## src/slu_regs.svh

```systemverilog
`ifndef SLU_REGS_SVH
`define SLU_REGS_SVH

// Register byte offsets
`define SLU_ADDR_CTRL 8'h00
`define SLU_ADDR_SRC 8'h04
`define SLU_ADDR_STATUS 8'h08
`define SLU_ADDR_WIDTH 8

// latch_control_primary fields
`define SLU_CTRL_MODULE_EN 7
`define SLU_CTRL_DIV_SEL_HI 6
`define SLU_CTRL_DIV_SEL_LO 4
`define SLU_CTRL_TRUE_OE 3
`define SLU_CTRL_INV_OE 2
`define SLU_CTRL_FW_SET 1
`define SLU_CTRL_FW_RESET 0
`define SLU_CTRL_STORED_MASK 8'hfc

// latch_source_enables fields
`define SLU_SRC_PIN_SET 7
`define SLU_SRC_DIV_SET 6
`define SLU_SRC_CMP2_SET 5
`define SLU_SRC_CMP1_SET 4
`define SLU_SRC_PIN_RESET 3
`define SLU_SRC_DIV_RESET 2
`define SLU_SRC_CMP2_RESET 1
`define SLU_SRC_CMP1_RESET 0

// Status fields
`define SLU_STAT_LATCH 0
`define SLU_STAT_CMP1 1
`define SLU_STAT_CMP2 2
`define SLU_STAT_PIN 3

// Reset values
`define SLU_CTRL_RESET 8'h00
`define SLU_SRC_RESET 8'h00

// Divider: period is 2^(select + base shift) clocks
`define SLU_DIV_WIDTH 9
`define SLU_DIV_BASE_SHIFT 4'h2

`endif

```

## src/slu_pkg.sv

```systemverilog
`default_nettype none
package slu_pkg;
    typedef logic [7:0] slu_byte_t;
    typedef logic [2:0] slu_div_sel_t;
    typedef logic [31:0] slu_word_t;
endpackage
`default_nettype wire

```

## src/slu_latch.sv

```systemverilog
// Contract
// (RULE_01) Latch keeps state without reset; every source is active high.
// (RULE_02) Set and reset together always leave the latch reset.
// (RULE_03) Firmware pulse bits assert their input one clock, then clear.
// (RULE_04) Firmware pulse bits are set-only and always read back zero.
// (RULE_05) Divider select n gives one-clock pulse every 2^(n+2) clocks.
// (RULE_06) Divider set enable lets each divider pulse set the latch.
// (RULE_07) Divider reset enable lets each divider pulse reset the latch.
// (RULE_08) Pin set enable lets a high input pin set the latch.
// (RULE_09) Pin reset enable lets a high input pin reset the latch.
// (RULE_10) Comparator set enables set latch while matching comparator is high.
// (RULE_11) Comparator reset enables reset latch while matching comparator high.
// (RULE_12) Synchronised comparator updates only on timer clock falling edge.
// (RULE_13) Module enable gates everything; disabled means no outputs at all. latch_state_out is not gated and still shows the latch.
// (RULE_14) True output enable drives latch state onto true output pin.
// (RULE_15) Inverted output enable drives complemented state onto inverted pin.
// (RULE_16) Both outputs may be driven at once.
// (RULE_17) External alternate select routes inverted output to alternate pin.
// (RULE_18) Software clears port direction bits; latch never enables drivers.
// (RULE_19) Latch undefined after reset; software initialises before outputs.
// (RULE_20) Software must not enable one source for both set and reset.
// (RULE_21) Both control registers clear to zero on every reset.
// (RULE_22) Inverted output is always the complement of the true output. Here it is the complement only while both output enables are set.
// (RULE_23) Divider runs continuously whenever the module is enabled.
//
// Local design decisions: the AHB-Lite register port and the register offsets.
`timescale 1ns/1ps
`default_nettype none
`include "slu_regs.svh"
module slu_latch (
    input wire logic sys_clk_in,
    input wire logic rst_in,
    input wire logic hsel_in,
    input wire logic [31:0] haddr_in,
    input wire logic [1:0] htrans_in,
    input wire logic hwrite_in,
    input wire logic [2:0] hsize_in,
    input wire logic [31:0] hwdata_in,
    input wire logic hready_in,
    output logic hreadyout_out,
    output logic hresp_out,
    output logic [31:0] hrdata_out,
    input wire logic cmp_one_output_in,
    input wire logic cmp_two_output_in,
    input wire logic cmp_one_sync_select_in,
    input wire logic cmp_two_sync_select_in,
    input wire logic timer_clock_in,
    input wire logic latch_input_pin_in,
    input wire logic inverted_pin_alt_select_in,
    output logic latch_state_out,
    output logic true_output_pin_out,
    output logic inverted_output_pin_out,
    output logic inverted_alt_pin_out
);
    slu_pkg::slu_byte_t ctrl_reg;
    slu_pkg::slu_byte_t src_reg;
    logic fw_set_pulse_reg;
    logic fw_reset_pulse_reg;
    logic wr_pend_reg;
    logic [`SLU_ADDR_WIDTH-1:0] addr_reg;
    slu_pkg::slu_word_t hrdata_reg;
    slu_pkg::slu_word_t rd_next;
    logic addr_phase;
    logic [3:0] async_s1_reg;
    logic [3:0] async_s2_reg;
    logic tclk_prev_reg;
    logic tclk_fall;
    logic [1:0] cmp_raw;
    logic [1:0] cmp_sync_sel;
    logic [1:0] cmp_held_reg;
    logic [1:0] cmp_eff;
    logic pin_sync;
    logic [`SLU_DIV_WIDTH-1:0] div_cnt_reg;
    logic [`SLU_DIV_WIDTH-1:0] div_mask;
    logic [3:0] div_shift;
    logic divided_pulse;
    logic module_enable;
    slu_pkg::slu_div_sel_t divider_select;
    logic set_comb;
    logic reset_comb;
    logic latch_reg;
    logic latch_known_reg;
    logic true_drive;
    logic inv_drive;

    assign module_enable = ctrl_reg[`SLU_CTRL_MODULE_EN];
    assign divider_select =
        ctrl_reg[`SLU_CTRL_DIV_SEL_HI:`SLU_CTRL_DIV_SEL_LO];

    // AHB-Lite slave: zero wait states, always OKAY
    assign hreadyout_out = 1'b1;
    assign hresp_out = 1'b0;
    assign hrdata_out = hrdata_reg;
    assign addr_phase = hsel_in && htrans_in[1] && hready_in;

    always_comb begin
        rd_next = 32'h0000_0000;
        case (haddr_in[`SLU_ADDR_WIDTH-1:0])
            `SLU_ADDR_CTRL: begin
                rd_next[7:0] = ctrl_reg & `SLU_CTRL_STORED_MASK; // see RULE_04
            end
            `SLU_ADDR_SRC: begin
                rd_next[7:0] = src_reg;
            end
            `SLU_ADDR_STATUS: begin
                rd_next[`SLU_STAT_LATCH] = latch_reg;
                rd_next[`SLU_STAT_CMP1] = cmp_eff[0];
                rd_next[`SLU_STAT_CMP2] = cmp_eff[1];
                rd_next[`SLU_STAT_PIN] = pin_sync;
            end
            default: rd_next = 32'h0000_0000;
        endcase
    end

    always_ff @(posedge sys_clk_in) begin
        if (rst_in) begin
            wr_pend_reg <= 1'b0;
            addr_reg <= 8'h00;
            hrdata_reg <= 32'h0000_0000;
        end else begin
            if (hready_in) begin
                wr_pend_reg <= addr_phase && hwrite_in;
            end
            if (addr_phase) begin
                addr_reg <= haddr_in[`SLU_ADDR_WIDTH-1:0];
                hrdata_reg <= hwrite_in ? 32'h0000_0000 : rd_next;
            end
        end
    end

    always_ff @(posedge sys_clk_in) begin
        if (rst_in) begin
            ctrl_reg <= `SLU_CTRL_RESET; // see RULE_21
            src_reg <= `SLU_SRC_RESET; // see RULE_21
        end else if (wr_pend_reg) begin
            if (addr_reg == `SLU_ADDR_CTRL) begin
                ctrl_reg <= hwdata_in[7:0] & `SLU_CTRL_STORED_MASK;
            end
            if (addr_reg == `SLU_ADDR_SRC) begin
                src_reg <= hwdata_in[7:0];
            end
        end
    end

    // Firmware pulses last exactly one clock, then drop
    always_ff @(posedge sys_clk_in) begin
        if (rst_in) begin
            fw_set_pulse_reg <= 1'b0;
            fw_reset_pulse_reg <= 1'b0;
        end else begin
            fw_set_pulse_reg <= wr_pend_reg && addr_reg == `SLU_ADDR_CTRL
                && hwdata_in[`SLU_CTRL_FW_SET]; // see RULE_03
            fw_reset_pulse_reg <= wr_pend_reg && addr_reg == `SLU_ADDR_CTRL
                && hwdata_in[`SLU_CTRL_FW_RESET]; // see RULE_03
        end
    end

    // Two-stage synchronisers for comparators, pin and timer clock
    always_ff @(posedge sys_clk_in) begin
        if (rst_in) begin
            async_s1_reg <= 4'h0;
            async_s2_reg <= 4'h0;
            tclk_prev_reg <= 1'b0;
        end else begin
            async_s1_reg <= {timer_clock_in, latch_input_pin_in,
                cmp_two_output_in, cmp_one_output_in};
            async_s2_reg <= async_s1_reg;
            tclk_prev_reg <= async_s2_reg[3];
        end
    end

    assign cmp_raw = async_s2_reg[1:0];
    assign pin_sync = async_s2_reg[2];
    assign tclk_fall = tclk_prev_reg && !async_s2_reg[3];
    assign cmp_sync_sel = {cmp_two_sync_select_in, cmp_one_sync_select_in};

    generate
        for (genvar i = 0; i < 2; i++) begin : g_cmp
            always_ff @(posedge sys_clk_in) begin
                if (rst_in) begin
                    cmp_held_reg[i] <= 1'b0;
                end else if (tclk_fall) begin
                    cmp_held_reg[i] <= cmp_raw[i]; // see RULE_12
                end
            end
            assign cmp_eff[i] = cmp_sync_sel[i] ? cmp_held_reg[i]
                : cmp_raw[i]; // see RULE_12
        end
    endgenerate

    // Divider free-runs while enabled; pulse when low n+2 bits are all ones
    always_ff @(posedge sys_clk_in) begin
        if (rst_in || !module_enable) begin
            div_cnt_reg <= 9'h000;
        end else begin
            div_cnt_reg <= div_cnt_reg + 9'h001; // see RULE_23
        end
    end

    assign div_shift = {1'b0, divider_select} + `SLU_DIV_BASE_SHIFT;
    assign div_mask = ~(9'h1ff << div_shift);
    assign divided_pulse = module_enable
        && ((div_cnt_reg & div_mask) == div_mask); // see RULE_05

    // Combined latch inputs, all gated by the module enable
    always_comb begin
        set_comb = fw_set_pulse_reg
            || (src_reg[`SLU_SRC_DIV_SET] && divided_pulse) // see RULE_06
            || (src_reg[`SLU_SRC_PIN_SET] && pin_sync) // see RULE_08
            || (src_reg[`SLU_SRC_CMP1_SET] && cmp_eff[0]) // see RULE_10
            || (src_reg[`SLU_SRC_CMP2_SET] && cmp_eff[1]); // see RULE_10
        reset_comb = fw_reset_pulse_reg
            || (src_reg[`SLU_SRC_DIV_RESET] && divided_pulse) // see RULE_07
            || (src_reg[`SLU_SRC_PIN_RESET] && pin_sync) // see RULE_09
            || (src_reg[`SLU_SRC_CMP1_RESET] && cmp_eff[0]) // see RULE_11
            || (src_reg[`SLU_SRC_CMP2_RESET] && cmp_eff[1]); // see RULE_11
        set_comb = set_comb && module_enable; // see RULE_13
        reset_comb = reset_comb && module_enable; // see RULE_13
    end

    // Latch state is deliberately not reset
    always_ff @(posedge sys_clk_in) begin
        if (reset_comb) begin
            latch_reg <= 1'b0; // see RULE_02
        end else if (set_comb) begin
            latch_reg <= 1'b1; // see RULE_01
        end
    end

    // Tracks whether the latch has been initialised since the last reset
    always_ff @(posedge sys_clk_in) begin
        if (rst_in) begin
            latch_known_reg <= 1'b0;
        end else if (set_comb || reset_comb) begin
            latch_known_reg <= 1'b1; // see RULE_19
        end
    end

    assign true_drive = module_enable && ctrl_reg[`SLU_CTRL_TRUE_OE];
    assign inv_drive = module_enable && ctrl_reg[`SLU_CTRL_INV_OE];
    assign latch_state_out = latch_known_reg && latch_reg;
    assign true_output_pin_out = true_drive && latch_reg; // see RULE_14
    // Independent enables let both pins drive together
    assign inverted_output_pin_out = inv_drive && !latch_reg // see RULE_15
        && !inverted_pin_alt_select_in; // see RULE_17
    assign inverted_alt_pin_out = inv_drive && !latch_reg // see RULE_22
        && inverted_pin_alt_select_in; // see RULE_17
endmodule
`default_nettype wire

```

## config.mk

```make
export PLATFORM = sky130hd
export DESIGN_NAME = slu_latch
export DESIGN_NICKNAME = d
export VERILOG_FILES = /design/src/slu_pkg.sv /design/src/slu_latch.sv
export VERILOG_INCLUDE_DIRS = /design/src
export SDC_FILE = /design/constraint.sdc
export NUM_CORES = 1
export LEC_CHECK = 0
export ABC_CLOCK_PERIOD_IN_PS = 4800
export BUFFER_PORTS_ARGS = -buffer_cell sky130_fd_sc_hd__buf_2
export CAP_MARGIN = 20
export CORE_UTILIZATION = 51
export CTS_BUF_LIST = sky130_fd_sc_hd__clkbuf_2
export CTS_CLUSTER_SIZE = 28
export DETAILED_ROUTE_END_ITERATION = 8
export PLACE_DENSITY = 0.87
export SLEW_MARGIN = 20
export SYNTH_ARGS = -nofsm -noshare
export SYNTH_HDL_FRONTEND = slang
export SYNTH_SLANG_ARGS = --single-unit
```

## constraint.sdc

```tcl
create_clock -name sys_clk_in -period 4.8 [get_ports sys_clk_in]
set_clock_uncertainty 0.15 [all_clocks]
set_input_delay 0.24 -clock sys_clk_in [delete_from_list [all_inputs] [get_ports sys_clk_in]]
set_output_delay 0.24 -clock sys_clk_in [all_outputs]
set_load 0.01 [all_outputs]
```

Word level (Yosys, flattened, before mapping)
Index checks and enable logic that the tools add are counted.
{"block": "totals", "register_bits": 79}
{"block": "op_classes", "addsub": 2, "n_eq_ne": 4, "shifts": 1, "mux": 5, "bitwise_logic": 2, "n_reduce_logical": 43}
{"cell": "logical AND 1 bit", "count": 25}
{"cell": "== test 8 x 3 -> 1 bit (second input constant)", "count": 2}
{"cell": "logical NOT 8 bit", "count": 2}
{"cell": "one-hot mux 4 bit (3 select lines)", "count": 1}
{"cell": "logical OR 1 bit", "count": 10}
{"cell": "adder 9 x 1 -> 9 bit (second input constant)", "count": 1}
{"cell": "bitwise AND 9 bit", "count": 1}
{"cell": "== test 9 bit", "count": 1}
{"cell": "NOT 9 bit", "count": 1}
{"cell": "left shift 9 x 4 -> 9 bit (first input constant)", "count": 1}
{"cell": "== test 8 x 4 -> 1 bit (second input constant)", "count": 1}
{"cell": "2-to-1 mux 8 bit", "count": 1}
{"cell": "one-hot mux 4 bit (2 select lines)", "count": 1}
{"cell": "adder 3 x 2 -> 4 bit (second input constant)", "count": 1}
{"cell": "logical NOT 1 bit", "count": 4}
{"cell": "AND reduction 2 bit", "count": 2}
{"cell": "2-to-1 mux 1 bit", "count": 2}

Logic depth before layout (Yosys ltp)
{"block": "depth", "word_depth": 13, "ltp_mapped": 7}

Worst setup path after synthesis
OpenSTA, ideal clock, no wires.
{"block": "synth_timing", "path_kind": "flip-flop to flip-flop", "from": "reg ctrl_reg[5]", "to": "reg latch_reg", "setup_ps": 95, "arrival_ps": 1679, "required_time_ps": 4555, "slack_ps": 2875, "stages_incl_launch_ff": 7, "n_path_buf": 0, "period_less_slack_ps": 1925, "cell_sequence": "dfxtp_1 > inv_1 > ha_1 > o311ai_0 > o2111ai_1 > or2_2 > a221oi_1"}
{"block": "synth_between", "elab_chain_len": 12}
{"item": "from (decl)", "line_no": "slu_latch.sv:55", "source": "slu_pkg::slu_byte_t ctrl_reg;"}
{"item": "from (signal assigned)", "line_no": "slu_latch.sv:133", "source": "ctrl_reg <= `SLU_CTRL_RESET;"}
{"item": "from (signal assigned)", "line_no": "slu_latch.sv:137", "source": "ctrl_reg <= hwdata_in[7:0] & `SLU_CTRL_STORED_MASK;"}
{"item": "adder 3 x 2 -> 4 bit (no source line) *"}
{"item": "left shift 9 x 4 -> 9 bit *", "line_no": "slu_latch.sv:201", "source": "assign div_mask = ~(9'h1ff << div_shift);"}
{"item": "NOT 9 bit *", "line_no": "slu_latch.sv:201"}
{"item": "bitwise AND 9 bit", "line_no": "slu_latch.sv:203", "source": "&& ((div_cnt_reg & div_mask) == div_mask);"}
{"item": "== test 9 bit *", "line_no": "slu_latch.sv:203"}
{"item": "logical AND 1 bit *", "line_no": "slu_latch.sv:203"}
{"item": "logical AND 1 bit (on tied branches)", "line_no": "slu_latch.sv:208, slu_latch.sv:213"}
{"item": "logical OR 1 bit (on tied branches) (4 in series)", "line_no": "slu_latch.sv:207, slu_latch.sv:212"}
{"item": "logical AND 1 bit (on tied branches)", "line_no": "slu_latch.sv:217, slu_latch.sv:218"}
{"item": "to (signal assigned)", "line_no": "slu_latch.sv:224", "source": "latch_reg <= 1'b0;"}
{"item": "to (signal assigned)", "line_no": "slu_latch.sv:226", "source": "latch_reg <= 1'b1;"}
{"item": "to (decl)", "line_no": "slu_latch.sv:81", "source": "logic latch_reg;"}
Mark *: on every way between the ends. The rest lies on a longest branch, timed or not.
A chain may end at the register's enable or synchronous reset.

Final worst setup path
Ends and elaborated chain as after synthesis.

==> summary.txt <==
ANT cells: 0
Critical path peak fanout: 5
Fill cell total of the finished layout: 408
Max Clk Rate: 0.460 GHz
Worst-path clk slew: 0.26 ns
WP data arrival: 2.41 ns
Power per cell area: 243 mW/mm^2
Hold_sp: cmp_two_sync_select_in
Number of synthesized flops with an enable pin: 0
Root Buffer: clkbuf_2
Area contributors post-synth: dfxtp_1 44%, buf_4 7.8%, mux2i_1 6.8%
Initial DRC count: 141
Avg WL per Cell: 12.4 um
Hold WC Path Type: input port to flip-flop
FF+latch count, synth: 55
Outcome: finished, violations left
Synth warnings: 0
Crit end category: flip-flop
Leak pwr: 1.21 nW
R2R depth: 6
Layout Utilization: 61.0%
Starting Density: 52.8%
RSZ-0062 raised after global routing: no
P&R area growth vs syn: 15.5%
Flop2flop setup slack: 2.63 ns
Via-per-instance ratio: 5.01
Final Max Tran Viols: 0
Mean post-synth cell area: 8.85 um^2
Core outline area: 0.00472 mm^2
FF+latch area: 0.00110 mm^2
Tcrit/Tclk final: 45.3%
Cell variety after synth: 40
DR vias: 2034
Post-route DRC: 2
Crit path launch type: flip-flop
Relative slew slack: 47.3%
Cell area after synthesis: 0.00250 mm^2
Core Rows: 25
First-pass GRT wire length: 8.02 mm
Worst r2r src: ctrl_reg[5]$_SDFFE_PP0P_
CTS Buf Count: 5
Post-CTS setup buffers: 0
Final setup vio count: 0
Hold Violations, Final: 0
Drt pass-1 iters: 6
Number of global-route vias before repair: 1792
Tmin final: 2.17 ns
# nets final: 423
Routability cong.: 0.802
Hold path depth: 5
Overall power: 0.702 mW
CTS Sinks: 55
WS Path Type: flip-flop to flip-flop
Antenna Nets Post-Route: 0
Post-Synthesis Cells: 282
Critical Path RT: 5.03 ns
DIE AREA: 0.00518 mm^2
Peak VDD IR: 0.0982 mV
Share of cells above drive strength 1: 15.9%
Die extent in x: 72.0 um
Setup TNS: 0 ns
Ys async rst share: 0%
Post-synth top area cell: dfxtp_1
Max FFs per register: 9
Failing checks: DRC
Ys flop type: dfxtp_1
Multi-input gate area: 0.00121 mm^2
Total track usage: 19.9%
H-tree levels: 2
Port bufs: 40
Sequential cell area fraction in the yosys report: 44.1%
Antenna violations before repair: 0
Clock buffer depth: 2
Worst Hold End: latch_reg$_SDFFE_PP0P_
Final WL: 5.03 mm
Reg-to-reg endpoint: latch_reg$_SDFFE_PP0P_
Die H: 72.0 um
Post-synth top area share: 44.1%
Largest net degree at the start of global routing: 46
Gr ovfl total: 0
Worst-Margin Slew: 0.791 ns
Maxcap violations: 0
Top Ports: 119
Detail Placement HPWL: 3.44 mm
CTS tree: built
Worst-Skew Late Latency: 0.44 ns
where the power goes:
part,internal (mW),switching [mW]
registers,0.465,0.00395
logic,0.0295,0.0361
clock network,0.0324,0.135
total,0.527,0.175
Yosys cell counts (2+ instances only):
cell type and number:
a21oi_1 18, a221o_1 2, a22oi_1 6, and2_1 3, and3_1 3, buf_2 3
buf_4 26, clkbuf_1 7, conb_1 2, dfxtp_1 55, ha_1 4, inv_1 6
mux2_2 4, mux2i_1 17, nand2_1 26, nand3_1 6, nor2_1 40, nor2b_1 17
nor3_1 5, o211ai_1 2, o21ai_0 5, or2_2 2, xnor2_1 4, xor2_1 3
critical path: stages, from the launching register on:
cell	delay (ns)
dfxtp_1	0.43
inv_1	0.11
ha_1	0.33
o311ai_0	0.32
o2111ai_1	0.24
or2_2	0.32
a221oi_1	0.23
final cells by class:
class	instances	share of cell area, %
repair buffers	62	14.6
multi-input cells	208	42.1
inverters	6	0.781
well taps	67	2.91
clock inverters	3	0.521
flip-flops and latches	55	38.2
clock buffers	5	0.868
worst max path at each step:
stage,slack [ns],to,from,cells past startpoint
global route,2.44,latch_reg$_SDFFE_PP0P_,ctrl_reg[5]$_SDFFE_PP0P_,6
finish,2.63,latch_reg$_SDFFE_PP0P_,ctrl_reg[5]$_SDFFE_PP0P_,6
floorplan,2.88,latch_reg$_SDFFE_PP0P_,ctrl_reg[5]$_SDFFE_PP0P_,6
global placement,2.76,ctrl_reg[4]$_SDFFE_PP0P_,addr_reg[7]$_SDFFE_PP0P_,4
detailed placement,2.65,latch_reg$_SDFFE_PP0P_,ctrl_reg[5]$_SDFFE_PP0P_,6
CTS,2.59,latch_reg$_SDFFE_PP0P_,ctrl_reg[5]$_SDFFE_PP0P_,6
cell usage in the layout (no fill, tap or decap), types with 17 or more instances in the layout:
cell type       n
a21oi_1        18
buf_2          40
conb_1         26
dfxtp_1        55
dlygate4sd3_1  22
mux2i_1        17
nand2_1        26
nor2_1         40
nor2b_1        17
timing repair:
item	in CTS	in global routing
hold buffers	22	0
hold endpoints to repair	29	0
resized for setup	0	0
metal layers:
metal  global-route usage (%)  up-vias  wire (um)
met5                        0        -          0
met4                     9.15        0        115
met2                     32.5       89       2370
met1                     26.5      930       2250
li1                         -     1004          -
met3                     2.64       11        297
per-stage QoR:
step / std cells / hold WS, ns / setup slack, ns / cell area, um^2
after floorplan: 306 / 0.212 / 2.88 / 2590
after CTS: 406 / 0.134 / 2.59 / 2880
final: 406 / 0.164 / 2.63 / 2880
after detailed placement: 376 / 0.278 / 2.65 / 2620
after global placement: 376 / 0.270 / 2.76 / 2620
after global routing: 406 / 0.171 / 2.44 / 2880
cell families after synthesis:
kind of cell | count (synthesis) | synth area share, %
AOI/OAI and AO/OA | 39 | 9.77
xor gates and xnor gates | 7 | 2.46
adders and majority gates | 4 | 2.01
buffers and inverters | 43 | 10.8
DFF | 55 | 44.1
muxes | 21 | 8.62
other | 2 | 0.301
and+or+nand+nor | 111 | 21.9
Power figures use the tool's default switching activity.
